File: src/core/smdtp_pkg.sv
// Constants, states and register map of the tag bus drive port.
// Assumes a 125 MHz clock; used by every core file.
package smdtp_pkg;
  localparam int unsigned CLK_MHZ = 125;
  localparam int unsigned PULSE_MIN_NS = 250;
  localparam int unsigned PULSE_MIN_CYC = (PULSE_MIN_NS * CLK_MHZ + 999) / 1000;
  localparam int unsigned SEL_MAX_NS = 200;
  localparam int unsigned SEL_MAX_CYC = (SEL_MAX_NS * CLK_MHZ) / 1000;
  localparam int unsigned BUS_W = 11;
  localparam int unsigned CYL_W = 11;
  localparam int unsigned HEAD_W = 3;
  localparam int unsigned UADDR_W = 4;
  localparam int unsigned SW_W = 8;
  localparam int unsigned SW_ADDR_LSB = 0;
  localparam int unsigned BIT_OPT = 10;
  localparam int unsigned CB_WRITE = 0;
  localparam int unsigned CB_READ = 1;
  localparam int unsigned CB_FCLR = 4;
  localparam int unsigned CB_RTZ = 6;
  localparam int unsigned CNT_W = 8;
  // Register bus
  localparam int unsigned AV_AW = 4;
  localparam logic [AV_AW-1:0] OFS_STATUS = 4'h0;
  localparam logic [AV_AW-1:0] OFS_CYL = 4'h4;
  localparam logic [AV_AW-1:0] OFS_CTRL = 4'h8;
  localparam logic [AV_AW-1:0] OFS_POS = 4'hC;
  localparam int unsigned CTRL_FAULT_IN = 0;
  localparam int unsigned CTRL_SEEKERR_IN = 1;
  localparam int unsigned CTRL_SETTLED = 2;
  localparam int unsigned CTRL_W = 3;
  localparam logic [CTRL_W-1:0] CTRL_RST = 3'h0;
  typedef enum logic [2:0] {
    SMDTP_IDLE = 3'b001,
    SMDTP_SEEK = 3'b010,
    SMDTP_RTZ = 3'b100
  } smdtp_pos_e;
endpackage

File: src/core/smdtp_port.sv
// Drive-side tag bus port: select, tag decode, positioner status.
// Assumes raw pins from line receivers and an Avalon-MM master.
//
// Implementation choices: the register addresses and the Avalon-MM slave port.
`timescale 1ns/1ps
module smdtp_port import smdtp_pkg::*; (
  input wire logic clk_i, // Clock 125 MHz
  input wire logic rst_i, // Sync reset
  input wire logic [BUS_W-1:0] bus_i, // Bus bits 0..10
  input wire logic tag_cyl_i, // Cylinder address tag
  input wire logic tag_head_i, // Head select tag
  input wire logic tag_ctrl_i, // Control select tag
  input wire logic unit_tag_i, // Unit select tag
  input wire logic [UADDR_W-1:0] unit_addr_i, // Unit address lines
  input wire logic [SW_W-1:0] addr_switch_i, // Address switch pack
  input wire logic eleven_bit_bus_jumper_pos_i, // Bit 10 enabled
  input wire logic index_i, // Index mark from servo
  input wire logic sector_i, // Sector mark from servo
  input wire logic write_protect_i, // Write protect switch
  input wire logic unit_ready_i, // Spindle at speed
  input wire logic [AV_AW-1:0] avs_address_i, // Byte address
  input wire logic avs_read_i, // Read strobe
  input wire logic avs_write_i, // Write strobe
  input wire logic [31:0] avs_writedata_i, // Write data
  input wire logic [3:0] avs_byteenable_i, // Byte enables
  output logic [31:0] avs_readdata_o, // Read data
  output logic avs_waitrequest_o, // Wait request
  output logic unit_selected_o, // Unit selected
  output logic seek_end_o, // Seek end
  output logic write_enable_o, // Write driver enable
  output logic read_enable_o, // Read data drive enable
  output logic read_sync_o, // Read sync start pulse
  output logic [CYL_W-1:0] target_cyl_o, // Target cylinder
  output logic [HEAD_W-1:0] head_o, // Selected head
  output logic seek_start_o, // Seek start pulse
  output logic rtz_start_o, // Return to zero start pulse
  output logic st_index_o, // Status: index
  output logic st_sector_o, // Status: sector
  output logic st_fault_o, // Status: fault
  output logic st_seek_error_o, // Status: seek error
  output logic st_on_cyl_o, // Status: on cylinder
  output logic st_ready_o, // Status: unit ready
  output logic st_write_prot_o // Status: write protected
);
  ////////////////////////////////////////////////////////////
  // Pin synchronisers
  localparam int unsigned SW = BUS_W + 4 + UADDR_W + 5;
  logic [SW-1:0] raw;
  logic [SW-1:0] syn;
  assign raw = {bus_i, tag_cyl_i, tag_head_i, tag_ctrl_i, unit_tag_i, unit_addr_i,
                index_i, sector_i, write_protect_i, unit_ready_i, eleven_bit_bus_jumper_pos_i};
  smdtp_sync #(.W(SW)) u_sync (
    .clk_i(clk_i),
    .rst_i(rst_i),
    .d_i(raw),
    .q_o(syn)
  );
  logic [BUS_W-1:0] bus_s;
  logic tcyl_s, thead_s, tctrl_s, utag_s;
  logic [UADDR_W-1:0] uaddr_s;
  logic idx_s, sec_s, wp_s, rdy_s, jmp_s;
  assign {bus_s, tcyl_s, thead_s, tctrl_s, utag_s, uaddr_s, idx_s, sec_s, wp_s, rdy_s, jmp_s} = syn;

  ////////////////////////////////////////////////////////////
  // Software control and positioner model
  logic [CTRL_W-1:0] ctrl_reg;
  smdtp_pos_e pos_reg;
  logic fault_reg;
  logic seek_err_reg;
  logic on_cyl_reg;
  logic [CYL_W-1:0] cur_cyl_reg;

  ////////////////////////////////////////////////////////////
  // Unit select
  logic utag_d_reg;
  logic sel_reg;
  logic addr_match;
  assign addr_match = (uaddr_s == addr_switch_i[SW_ADDR_LSB +: UADDR_W]);
  always_ff @(posedge clk_i) begin
    if (rst_i) begin
      utag_d_reg <= 1'b0;
      sel_reg <= 1'b0;
    end else begin
      utag_d_reg <= utag_s;
      if (!utag_s) begin
        sel_reg <= 1'b0;
      end else if (!utag_d_reg && addr_match) begin
        sel_reg <= 1'b1;
      end
    end
  end
  assign unit_selected_o = sel_reg;

  ////////////////////////////////////////////////////////////
  // Tag decode
  logic tcyl_d_reg, thead_d_reg;
  logic [BUS_W-1:0] bus_eff;
  logic cyl_take, head_take, rtz_fire, fclr_fire;
  logic read_gate, read_d_reg;
  assign bus_eff = jmp_s ? bus_s : {1'b0, bus_s[BIT_OPT-1:0]};
  assign cyl_take = sel_reg && tcyl_s && !tcyl_d_reg;
  assign head_take = sel_reg && thead_s && !thead_d_reg;
  always_ff @(posedge clk_i) begin
    if (rst_i) begin
      tcyl_d_reg <= 1'b0;
      thead_d_reg <= 1'b0;
      target_cyl_o <= '0;
      head_o <= '0;
      seek_start_o <= 1'b0;
    end else begin
      tcyl_d_reg <= tcyl_s;
      thead_d_reg <= thead_s;
      seek_start_o <= cyl_take;
      if (cyl_take) begin
        target_cyl_o <= bus_eff;
      end
      if (rtz_fire) begin
        head_o <= '0;
      end else if (head_take) begin
        head_o <= bus_eff[HEAD_W-1:0];
      end
    end
  end
  logic ctl_on;
  assign ctl_on = sel_reg && tctrl_s;
  smdtp_pulse #(.MIN_CYC(PULSE_MIN_CYC)) u_fclr (
    .clk_i(clk_i),
    .rst_i(rst_i),
    .lvl_i(ctl_on && bus_eff[CB_FCLR]),
    .fire_o(fclr_fire)
  );
  smdtp_pulse #(.MIN_CYC(PULSE_MIN_CYC)) u_rtz (
    .clk_i(clk_i),
    .rst_i(rst_i),
    .lvl_i(ctl_on && bus_eff[CB_RTZ]),
    .fire_o(rtz_fire)
  );
  assign read_gate = ctl_on && bus_eff[CB_READ];
  always_ff @(posedge clk_i) begin
    if (rst_i) begin
      write_enable_o <= 1'b0;
      read_enable_o <= 1'b0;
      read_sync_o <= 1'b0;
      read_d_reg <= 1'b0;
      rtz_start_o <= 1'b0;
    end else begin
      write_enable_o <= ctl_on && bus_eff[CB_WRITE] && !fault_reg && !ctrl_reg[CTRL_FAULT_IN];
      read_enable_o <= read_gate;
      read_d_reg <= read_gate;
      read_sync_o <= read_gate && !read_d_reg;
      rtz_start_o <= rtz_fire;
    end
  end

  ////////////////////////////////////////////////////////////
  // Positioner status
  always_ff @(posedge clk_i) begin
    if (rst_i) begin
      pos_reg <= SMDTP_IDLE;
      on_cyl_reg <= 1'b1;
      cur_cyl_reg <= '0;
    end else begin
      case (pos_reg)
        SMDTP_IDLE: begin
          if (rtz_fire) begin
            pos_reg <= SMDTP_RTZ;
            on_cyl_reg <= 1'b0;
          end else if (cyl_take) begin
            pos_reg <= SMDTP_SEEK;
            on_cyl_reg <= 1'b0;
          end
        end
        SMDTP_SEEK: begin
          if (rtz_fire) begin
            pos_reg <= SMDTP_RTZ;
          end else if (ctrl_reg[CTRL_SETTLED]) begin
            pos_reg <= SMDTP_IDLE;
            on_cyl_reg <= 1'b1;
            cur_cyl_reg <= target_cyl_o;
          end
        end
        SMDTP_RTZ: begin
          if (ctrl_reg[CTRL_SETTLED]) begin
            pos_reg <= SMDTP_IDLE;
            on_cyl_reg <= 1'b1;
            cur_cyl_reg <= '0;
          end
        end
        default: begin
          pos_reg <= SMDTP_IDLE;
        end
      endcase
    end
  end
  // Set wins over clear
  always_ff @(posedge clk_i) begin
    if (rst_i) begin
      fault_reg <= 1'b0;
      seek_err_reg <= 1'b0;
    end else begin
      if (ctrl_reg[CTRL_FAULT_IN]) begin
        fault_reg <= 1'b1;
      end else if (fclr_fire || rtz_fire) begin
        fault_reg <= 1'b0;
      end
      if (ctrl_reg[CTRL_SEEKERR_IN]) begin
        seek_err_reg <= 1'b1;
      end else if (rtz_fire) begin
        seek_err_reg <= 1'b0;
      end
    end
  end
  assign seek_end_o = on_cyl_reg || seek_err_reg;
  // Status gated by selection
  assign st_index_o = sel_reg && idx_s;
  assign st_sector_o = sel_reg && sec_s;
  assign st_fault_o = sel_reg && fault_reg;
  assign st_seek_error_o = sel_reg && seek_err_reg;
  assign st_on_cyl_o = sel_reg && on_cyl_reg;
  assign st_ready_o = sel_reg && rdy_s && !fault_reg;
  assign st_write_prot_o = sel_reg && wp_s;

  ////////////////////////////////////////////////////////////
  // Avalon-MM slave, one wait cycle per access
  logic ack_reg;
  assign avs_waitrequest_o = (avs_read_i || avs_write_i) && !ack_reg;
  always_ff @(posedge clk_i) begin
    if (rst_i) begin
      ack_reg <= 1'b0;
      ctrl_reg <= CTRL_RST;
      avs_readdata_o <= '0;
    end else begin
      ack_reg <= (avs_read_i || avs_write_i) && !ack_reg;
      // Write lands on the edge that completes the transfer
      if (avs_write_i && ack_reg && avs_address_i == OFS_CTRL && avs_byteenable_i[0]) begin
        ctrl_reg <= avs_writedata_i[CTRL_W-1:0];
      end else begin
        ctrl_reg[CTRL_SETTLED] <= 1'b0;
      end
      if (avs_read_i && !ack_reg) begin
        if (avs_address_i == OFS_STATUS) begin
          avs_readdata_o <= {24'h000000, pos_reg, sel_reg, fault_reg, seek_err_reg, on_cyl_reg, seek_end_o};
        end else if (avs_address_i == OFS_CYL) begin
          avs_readdata_o <= {5'h00, cur_cyl_reg, 5'h00, target_cyl_o};
        end else if (avs_address_i == OFS_CTRL) begin
          avs_readdata_o <= {29'h00000000, ctrl_reg};
        end else if (avs_address_i == OFS_POS) begin
          avs_readdata_o <= {28'h0000000, read_enable_o, write_enable_o, head_o[1:0]};
        end else begin
          avs_readdata_o <= 32'h00000000;
        end
      end
    end
  end
endmodule

File: src/core/smdtp_sync.sv
// Three-stage pin synchroniser with agree filter.
// Assumes input is asynchronous to clk_i.
`timescale 1ns/1ps
module smdtp_sync import smdtp_pkg::*; #(
  parameter int unsigned W = 1
) (
  input wire logic clk_i, // Clock
  input wire logic rst_i, // Sync reset
  input wire logic [W-1:0] d_i, // Raw pin
  output logic [W-1:0] q_o // Filtered level
);
  logic [W-1:0] s1_reg;
  logic [W-1:0] s2_reg;
  logic [W-1:0] s3_reg;
  always_ff @(posedge clk_i) begin
    if (rst_i) begin
      s1_reg <= '0;
      s2_reg <= '0;
      s3_reg <= '0;
    end else begin
      s1_reg <= d_i;
      s2_reg <= s1_reg;
      s3_reg <= s2_reg;
    end
  end
  // Change counts once second and third agree
  always_ff @(posedge clk_i) begin
    if (rst_i) begin
      q_o <= '0;
    end else begin
      for (int i = 0; i < W; i++) begin
        if (s2_reg[i] == s3_reg[i]) begin
          q_o[i] <= s3_reg[i];
        end
      end
    end
  end
endmodule

File: src/core/smdtp_pulse.sv
// Minimum-width pulse qualifier: fires once a level is held long enough.
// Assumes a synchronised input.
`timescale 1ns/1ps
module smdtp_pulse import smdtp_pkg::*; #(
  parameter int unsigned MIN_CYC = 1
) (
  input wire logic clk_i, // Clock
  input wire logic rst_i, // Sync reset
  input wire logic lvl_i, // Level in
  output logic fire_o // One-cycle pulse
);
  logic [CNT_W-1:0] cnt_reg;
  always_ff @(posedge clk_i) begin
    if (rst_i || !lvl_i) begin
      cnt_reg <= '0;
    end else if (cnt_reg != CNT_W'(MIN_CYC)) begin
      cnt_reg <= cnt_reg + 1'b1;
    end
  end
  assign fire_o = lvl_i && (cnt_reg == CNT_W'(MIN_CYC - 1));
endmodule

File: config.mk
export PLATFORM = sky130hd
export DESIGN_NAME = smdtp_port
export DESIGN_NICKNAME = d
export VERILOG_FILES = /design/src/core/smdtp_pkg.sv /design/src/core/smdtp_port.sv /design/src/core/smdtp_sync.sv /design/src/core/smdtp_pulse.sv
export SDC_FILE = /design/constraint.sdc
export NUM_CORES = 1
export LEC_CHECK = 0
export BUFFER_PORTS_ARGS = -buffer_cell sky130_fd_sc_hd__buf_2
export CAP_MARGIN = 10
export CORE_MARGIN = 8
export CORE_UTILIZATION = 39
export CTS_CLUSTER_SIZE = 14
export DETAILED_ROUTE_END_ITERATION = 7
export GPL_ROUTABILITY_DRIVEN = 0
export HOLD_SLACK_MARGIN = 0.08
export PLACE_DENSITY_LB_ADDON = 0.05
export SYNTH_ARGS = -nofsm -noshare
export SYNTH_HDL_FRONTEND = slang
export SYNTH_SLANG_ARGS = --single-unit
File: constraint.sdc
create_clock -name clk_i -period 2.3 [get_ports clk_i]
set_input_delay 0.115 -clock clk_i [delete_from_list [all_inputs] [get_ports clk_i]]
set_output_delay 0.115 -clock clk_i [all_outputs]
set_load 0.01 [all_outputs]
After elaboration in Yosys (flattened, before gate mapping)
Index checks and enable logic that the tools add are counted.

cells by class
  add/subtract/negate cells = 2
  equal/unequal tests = 39
  reduce and logical (&&, ||, !) cells = 52
  bitwise operators = 2
  mux-type cells = 23

operators by type and width
  cell                                                 count
  2-to-1 mux 27 bit                                    2
  2-to-1 mux 11 bit                                    4
  logical AND 1 bit                                    28
  equality test 1 bit                                  24
  case mux 11 bit (2 select lines)                     1
  adder 8 x 1 -> 8 bit, second input constant          2
  equality test 8 x 5 -> 1 bit, second input constant  2
  != test 8 x 6 -> 1 bit, second input constant        2
  2-to-1 mux 3 bit                                     4
  logical NOT 1 bit                                    9
  case mux 3 bit (3 select lines)                      1
  equality test 4 bit, second input constant           2
  2-to-1 mux 1 bit                                     8
  2-to-1 mux 4 bit                                     2
  != test 2 bit, second input constant                 3
  nonzero test 2 bit                                   3
  OR reduction 2 bit                                   3
  logical OR 1 bit                                     5
  equality test 4 x 3 -> 1 bit, second input constant  1
  equality test 4 bit                                  1
  logical NOT 4 bit                                    1
  AND reduction 4 bit                                  1
  equality test 3 x 1 -> 1 bit, second input constant  1
  equality test 3 x 2 -> 1 bit, second input constant  1
  other kinds (6)                                      7

word-level totals
  flip-flop bits (word level) = 188
  word-level logic and storage cells = 167
  bits of input ports = 76
  output and inout port bits = 61

Longest topological paths before layout
Gate-level depths: netlist of the first run.

  depth in word-level cells = 6
  depth in mapped cells = 6
  gate-level depth less buffers = 5

Cells and area by module
From an unflattened synthesis of the first run, not the netlist that was laid out.

unflattened totals
  cell total of the unflattened synthesis = 643
  area, all modules = 6334.8 µm²

by module, submodules not included
  module       sequential area each (µm²)  area an instance (µm²)  instances  cells an instance
  smdtp_port   1321.3                      2776.4                  1          299
  smdtp_sync   1921.8                      2762.6                  1          250
  smdtp_pulse  160.2                       397.9                   2          47

Worst setup path after synthesis of the first run
Ideal clock, no wire load.

  path type = register -> register
  start point = register u_rtz.cnt_reg[0]
  end point = register cur_cyl_reg[10]
  setup slack = 0.500 ns
  arrival = 1.683 ns
  data required time = 2.183 ns
  cell stages (with the launch flop) = 7
  cell sequence = dfxtp_1 > ha_1 > nand4_1 > or3_4 > and4_4 > buf_6 > a22o_1

on the way
  longest elaborated chain between the ends = 4

ends and longest elaborated chain
  what                           line               RTL
  from (decl)                    smdtp_pulse.sv:12  logic [CNT_W-1:0] cnt_reg;
  from (signal assigned)         smdtp_pulse.sv:17  cnt_reg <= cnt_reg + 1'b1;
  equality test 8 x 5 -> 1 bit   smdtp_pulse.sv:20  assign fire_o = lvl_i && (cnt_reg == CNT_W'(MIN_CYC - 1));
  logical AND 1 bit              smdtp_pulse.sv:20
  != test 2 bit (no line)        n/a
  AND reduction 4 bit (no line)  n/a
  to (signal assigned)           smdtp_port.sv:179  cur_cyl_reg <= target_cyl_o;
  to (decl)                      smdtp_port.sv:71   logic [CYL_W-1:0] cur_cyl_reg;

No other way between the ends.
A chain may end at the register's enable or synchronous reset.

Worst setup path after layout of the first run
  start point = register u_rtz.cnt_reg[1]
  end point = register pos_reg[0]

on the way
  longest elaborated chain between the ends = 4
  elaborated cells between the ends (all ways) = 6

ends and longest elaborated chain
  what                                        line                                  RTL
  equality test 8 x 5 -> 1 bit *              smdtp_pulse.sv:20
  logical AND 1 bit *                         smdtp_pulse.sv:20
  2-to-1 mux 3 bit, on equally long branches  smdtp_port.sv:174, smdtp_port.sv:165
  case mux 3 bit (3 select lines)             smdtp_port.sv:163                     case (pos_reg)
  to (signal assigned)                        smdtp_port.sv:166                     pos_reg <= SMDTP_RTZ;
  to (signal assigned)                        smdtp_port.sv:175                     pos_reg <= SMDTP_RTZ;
  to (signal assigned)                        smdtp_port.sv:177                     pos_reg <= SMDTP_IDLE;
  to (decl)                                   smdtp_port.sv:67                      smdtp_pos_e pos_reg;

Mark *: on every way between the ends. The rest lies on a longest branch, timed or not.

==> qor.tcl, run 1 <==
set qor(rows) 46
set qor(tritoncts) {done}
set qor(fillCellCount) 1480
set qor(grt_antenna_before_repair) 0
set qor(areaGrowthSynthToFinish_pct) 25.2
set qor(critPathLaunch) {u_rtz.cnt_reg[1]$_SDFFE_PP0P_}
set qor(hold-path-cell-count) 3
set qor(synth_enable_flop_cells) 0
set qor(core_region_um2) 15600
set qor(post_cts.resized_instances) 0
set qor(cts_buffers) 17
set qor(post_cts_hold_buffer_count) 34
set qor(detail_route.first_pass.iterations) 4
set qor(ys.warnings.count) 0
set qor(synth_top_area_share) 0.581
set qor(root_buffer) {sky130_fd_sc_hd__clkbuf_16}
set qor(post_cts_buffers) 0
set qor(final-hold-violation-count) 0
set qor(maxSlewViolCount) 0
set qor(overall_global_routing_resource_usage) 0.133
set qor(cap_violations) 0
set qor(synth_area_leader_cell) {sky130_fd_sc_hd__dfxtp_1}
set qor(critical_path_peak_fanout) 12
set qor(cts.sinks) 178
set qor(total_power_w) 0.00623
set qor(synthSimpleGateAreaFrac) 0.211
set qor(grt.overflow.total) 0
set qor(worst_ir_drop_vdd_uv) 551
set qor(worst-endpoint-required_ps) 2570
set qor(worst_setup_path_start_kind) {register}
set qor(wl_per_cell_um) 13.4
set qor(largest_net_degree_at_the_start_of_global_routing) 66
set qor(rsz0062_at_grt) {no}
set qor(post-route-min-period_ps) 2080
set qor(grt_first_pass_wirelength_um) 21100
set qor(detail_route.iter0.violations) 196
set qor(chipWidth_um) 141
set qor(critical_path_class) {reg -> reg}
set qor(antennaDiodeCount) 0
set qor(final_nets) 821
set qor(period_share) 0.902
set qor(instance_area_at_placement_um2) 6740
set qor(final.setup.tns_ps) 0
set qor(critPathArrivalTime_ps) 2350
set qor(fmax_mhz) 482
set qor(h-tree-depth) 4
set qor(pwr_density_cell_nw_per_um2) 812
set qor(syn-instance-count) 620
set qor(total_setup_violations_reported_at_the_end_of_the_flow) 0
set qor(die_h_um) 141
set qor(vias) 4494
set qor(clkSlewWorstSetupHoldPaths_ps) 60
set qor(worst_skew_pair.late_latency_ps) 420
set qor(clock-skew-final_ps) 9.16
set qor(design_area_um2) 7670
set qor(worst_pin_slew_ps) 1020
set qor(yosysSeqAreaShare) 0.581
set qor(ys_types) 42
set qor(hold_path.startpoint) {avs_byteenable_i[0]}
set qor(holdCritPathClass) {in -> reg}
set qor(die_area_um2) 20000
set qor(post_synthesis_register_bit_count) 178
set qor(synthAdderAreaFrac) 0.00816
set qor(synth.avg_cell_area_um2) 9.89
set qor(run_status) {completed}
set qor(place_hpwl_um) 9140
set qor(netlist_area_um2) 6130
set qor(final.setup.worst_slack_ps) 224
set qor(endpoint_kind) {register}
set qor(post_synth_most_frequent_cells) {sky130_fd_sc_hd__dfxtp_1 (178), sky130_fd_sc_hd__nor2b_1 (78), sky130_fd_sc_hd__nor2_1 (56)}
set qor(synth_xor_xnor_area_share) 0.0257
set qor(dp_slack_ps) 227
set qor(post_drt_via_cell_ratio) 4.64
set qor(synthTopCellsByArea) {sky130_fd_sc_hd__dfxtp_1 (58%), sky130_fd_sc_hd__nor2b_1 (8.0%), sky130_fd_sc_hd__a21oi_1 (3.5%)}
set qor(r2r.worst_path.cells) 5
set qor(first_global_vias) 4271
set qor(yosys_most_used_dff) {sky130_fd_sc_hd__dfxtp_1}
set qor(antenna_violating_nets_post_route) 0
set qor(synth_top_family_by_area) {simple AND/OR/NAND/NOR gates}
set qor(ioPinCount) 137
set qor(initial_utilization) 0.393
set qor(synth.area.mux_share) 0.0269
set qor(static-leakage-power_nw) 3.09
set qor(rr_startpoint) {u_rtz.cnt_reg[1]$_SDFFE_PP0P_}
set qor(max_slew_margin) 0.322
set qor(route.detailed.drc) 0
set qor(ctsLongestPathBuffers) 2
set qor(fraction_of_final_layout_cells_sized_beyond_drive_strength_1) 0.180
set qor(yosysMostFrequentCell) {sky130_fd_sc_hd__dfxtp_1}
set qor(synth-compound-area-share) 0.111
set qor(wl_um) 12900
set qor(async_flop_share) 0
set qor(port-buffer-count) 90
==> metal layers <==
layer | wire length [um] | part of all wire | track usage
met5 | 0 | 0 | 0
met4 | 226 | 0.017 | 0.0582
met3 | 812 | 0.063 | 0.0487
met2 | 5700 | 0.44 | 0.206
met1 | 6200 | 0.48 | 0.164
==> path summary, 6_finish.rpt <==
check	slack (ps)	end
worst max-delay path	220	pos_reg[0]$_SDFFE_PP1P_
worst min register to register	430	u_sync.s2_reg[9]$_SDFF_PP0_
worst max register to register	220	pos_reg[0]$_SDFFE_PP1P_
worst min-delay path	110	ctrl_reg[2]$_SDFF_PP0_
==> cell families (layout without fill, tap and decap cells) <==
| logic type | count (synthesis) | in the layout |
|---|---|---|
| compound gates | 110 | 110 |
| xor+xnor | 18 | 18 |
| fa+ha+maj | 4 | 4 |
| buf+inv | 44 | 167 |
| flops | 178 | 178 |
| mux | 15 | 15 |
| other cells | 1 | 10 |
| simple gates | 250 | 250 |
==> cell type report <==
cell class / instances / area (um2) / share of cell area
multi-input combinational: 407 / 2380 / 0.310
clock inverter: 10 / 134 / 0.0174
sequential: 178 / 3560 / 0.464
timing repair buffer: 131 / 846 / 0.110
inverter: 6 / 22.5 / 0.00293
clock buffer: 20 / 457 / 0.0595
tap: 216 / 270 / 0.0352
==> metrics by stage <==
stage | util | std cells | hold WS [ps]
global route | 0.492 | 968 | 101
detailed placement | 0.432 | 904 | 327
global placement | 0.432 | 904 | 322
CTS | 0.492 | 968 | 103
finish | 0.492 | 968 | 108
floorplan | - | 629 | 243
==> critical path, cell delays in order, from the launching register on <==
cell,delay [ps]
sky130_fd_sc_hd__dfxtp_1,410
sky130_fd_sc_hd__ha_1,240
sky130_fd_sc_hd__nand4_1,190
sky130_fd_sc_hd__or2_2,380
sky130_fd_sc_hd__o32ai_4,550
sky130_fd_sc_hd__o21ai_0,160
==> placed cells by master, fill, tap and decap left out, drive strengths merged, types with 15 or more instances in the layout <==
cell and instances:
dfxtp 178, nor2 56, nand3 15, o21ai 31, dlygate4sd3 34, a22oi 17
buf 97, nor2b 78, nand2 51, a21oi 43, clkbuf 20
==> power breakdown <==
group	leakage (nW)	switching (W)	internal, W
logic	1.36	0.000109	0.000107
registers	1.45	0.0000208	0.00314
clock network	0.288	0.00111	0.00175
No activity file was read; power rests on OpenSTA's default activity.
==> run 2: changes to the inputs <==
--- a/config.mk
+++ b/config.mk
@@ -8,7 +8,7 @@
 export BUFFER_PORTS_ARGS = -buffer_cell sky130_fd_sc_hd__buf_2
 export CAP_MARGIN = 10
 export CORE_MARGIN = 8
-export CORE_UTILIZATION = 39
+export CORE_UTILIZATION = 53
 export CTS_CLUSTER_SIZE = 14
 export DETAILED_ROUTE_END_ITERATION = 7
 export GPL_ROUTABILITY_DRIVEN = 0
==> qor.tcl, run 2 (synthesis gave the netlist of run 1 again) <==
set qor(detail_route.first_pass.iterations) 4 ;# unchanged
set qor(wl_per_cell_um) 13.6 ;# was 13.4 um
set qor(tritoncts) {done} ;# unchanged
set qor(cap_violations) 0 ;# unchanged
set qor(fmax_mhz) 482 ;# about the same
set qor(wl_um) 12300 ;# was 12,900 um
set qor(die_h_um) 124 ;# was 141 um
set qor(vias) 4560 ;# was 4,494
set qor(final_cell_mix) {sky130_fd_sc_hd__dfxtp_1 (178), sky130_fd_sc_hd__buf_2 (89), sky130_fd_sc_hd__nor2b_1 (78)} ;# unchanged
set qor(final_common_cell) {sky130_fd_sc_hd__dfxtp_1} ;# unchanged
set qor(final_util) 0.675 ;# was 0.492
set qor(route.detailed.drc) 0 ;# unchanged
set qor(die_area_um2) 15300 ;# was 20,000 um2
set qor(largest_net_degree_at_the_start_of_global_routing) 83 ;# was 66
set qor(port-buffer-count) 90 ;# unchanged
set qor(critical_path_peak_fanout) 12 ;# unchanged
set qor(rows) 39 ;# was 46
set qor(chipWidth_um) 124 ;# was 141 um
set qor(pwr_density_cell_nw_per_um2) 819 ;# was 812 nW/um2
set qor(detail_route.iter0.violations) 376 ;# was 196
set qor(max_slew_margin) 0.483 ;# was 0.322
set qor(antennaDiodeCount) 0 ;# unchanged
set qor(ioPinCount) 137 ;# unchanged
set qor(final_nets) 829 ;# was 821
set qor(clock-skew-final_ps) 5.94 ;# was 9.16 ps
set qor(period_share) 0.902 ;# about the same
set qor(ff2ff_setup_slack_ps) 220 ;# about the same
set qor(initial_utilization) 0.539 ;# was 0.393
set qor(worst_setup_path_start_kind) {register} ;# unchanged
set qor(place_hpwl_um) 8410 ;# was 9140 um
set qor(worst_skew_pair.late_latency_ps) 420 ;# about the same
set qor(fraction_of_final_layout_cells_sized_beyond_drive_strength_1) 0.179 ;# was 0.180
set qor(critPathArrivalTime_ps) 2360 ;# was 2350 ps
set qor(holdCritPathClass) {in -> reg} ;# unchanged
set qor(rsz0062_at_grt) {no} ;# unchanged
set qor(rr_startpoint) {u_rtz.cnt_reg[0]$_SDFFE_PP0P_} ;# was u_rtz.cnt_reg[1]$_SDFFE_PP0P_
set qor(worst-endpoint-required_ps) 2580 ;# was 2570 ps
set qor(total_setup_violations_reported_at_the_end_of_the_flow) 0 ;# unchanged
set qor(run_status) {completed} ;# unchanged
set qor(areaGrowthSynthToFinish_pct) 25.2 ;# about the same
set qor(worst_pin_slew_ps) 775 ;# was 1020 ps
set qor(cts.sinks) 178 ;# unchanged
set qor(clkSlewWorstSetupHoldPaths_ps) 60 ;# about the same
set qor(maxSlewViolCount) 0 ;# unchanged
set qor(antenna_violating_nets_post_route) 0 ;# unchanged
set qor(reg2reg_to) {pos_reg[0]$_SDFFE_PP1P_} ;# unchanged
set qor(static-leakage-power_nw) 3.14 ;# was 3.09 nW
set qor(root_buffer) {sky130_fd_sc_hd__clkbuf_16} ;# unchanged
set qor(post_drt_via_cell_ratio) 5.04 ;# was 4.64
set qor(ctsLongestPathBuffers) 2 ;# unchanged
set qor(grt_antenna_before_repair) 0 ;# unchanged
set qor(cts_buffers) 17 ;# unchanged
set qor(grt.overflow.total) 0 ;# unchanged
set qor(core_region_um2) 11400 ;# was 15,600 um2
set qor(first_global_vias) 4229 ;# was 4,271
set qor(fillCellCount) 898 ;# was 1,480
set qor(worst_ir_drop_vdd_uv) 998 ;# was 551 uV
set qor(post-route-min-period_ps) 2080 ;# about the same
set qor(r2r.worst_path.cells) 5 ;# unchanged
set qor(crit_path_end) {pos_reg[0]$_SDFFE_PP1P_} ;# unchanged
set qor(critical_path_class) {reg -> reg} ;# unchanged
set qor(h-tree-depth) 4 ;# unchanged
set qor(endpoint_kind) {register} ;# unchanged
set qor(critPathLaunch) {u_rtz.cnt_reg[0]$_SDFFE_PP0P_} ;# was u_rtz.cnt_reg[1]$_SDFFE_PP0P_
set qor(overall_global_routing_resource_usage) 0.164 ;# was 0.133
set qor(grt_first_pass_wirelength_um) 19600 ;# was 21,100 um
set qor(final-hold-violation-count) 0 ;# unchanged
set qor(final.setup.tns_ps) 0 ;# unchanged
## run 2: worst max-delay path: stages, from the launching register on
cell,delay [ps]
sky130_fd_sc_hd__dfxtp_1,410
sky130_fd_sc_hd__ha_1,240
sky130_fd_sc_hd__nand4_1,190
sky130_fd_sc_hd__or2_2,380
sky130_fd_sc_hd__o32ai_4,540
sky130_fd_sc_hd__o21ai_0,160
## run 2: power breakdown
| group | switching, W | internal, W |
|---|---|---|
| sequential | 0.0000211 | 0.00314 |
| clock | 0.00116 | 0.00174 |
| combinational | 0.000110 | 0.000120 |
## run 2: what timing repair did
action / in CTS / in global routing
hold buffers: 42 / 0
endpoints found under the hold margin: 41 / 0
gates resized for setup: 0 / 0
buffers inserted: 0 / 0
## run 2: through the flow
stage	cells	setup WS, ps	hold WS [ps]	instance area (um2)	total power, W
2_1_floorplan	629	500	243	6160	0.00335
3_3_place_gp	831	273	323	6650	0.00340
3_5_place_dp	831	220	328	6650	0.00340
4_1_cts	904	221	82.2	7670	0.00635
5_1_grt	904	45.7	84.5	7670	0.00651
6_report	904	225	83.5	7670	0.00628
## run 2: routing by layer
layer	up-vias	track usage	share of wire
li1	2343	-	-
met1	2077	0.195	0.46
met2	124	0.267	0.46
met3	16	0.0621	0.072
met4	0	0.0602	0.013
met5	-	0	0
## run 2: how the worst min path moves through the flow
stage                                            from                            to  slack [ps]  cells after the start
after floorplan           eleven_bit_bus_jumper_pos_i   u_sync.s1_reg[0]$_SDFF_PP0_         240                      1
after global placement                     tag_head_i  u_sync.s1_reg[11]$_SDFF_PP0_         320                      2
after detailed placement                   tag_head_i  u_sync.s1_reg[11]$_SDFF_PP0_         330                      2
after CTS                         avs_byteenable_i[0]        ctrl_reg[2]$_SDFF_PP0_          80                      3
after global routing              avs_byteenable_i[0]        ctrl_reg[2]$_SDFF_PP0_          80                      3
final                             avs_byteenable_i[0]        ctrl_reg[2]$_SDFF_PP0_          80                      3
## run 2: final cells by class
type	instances	area, um2	share of cell area
Tap cell	143	179	0.0233
Sequential cell	178	3560	0.464
Clock buffer	19	443	0.0577
Inverter	6	22.5	0.00293
Timing Repair Buffer	139	926	0.121
Multi-Input combinational cell	407	2380	0.310
Clock inverter	12	158	0.0205
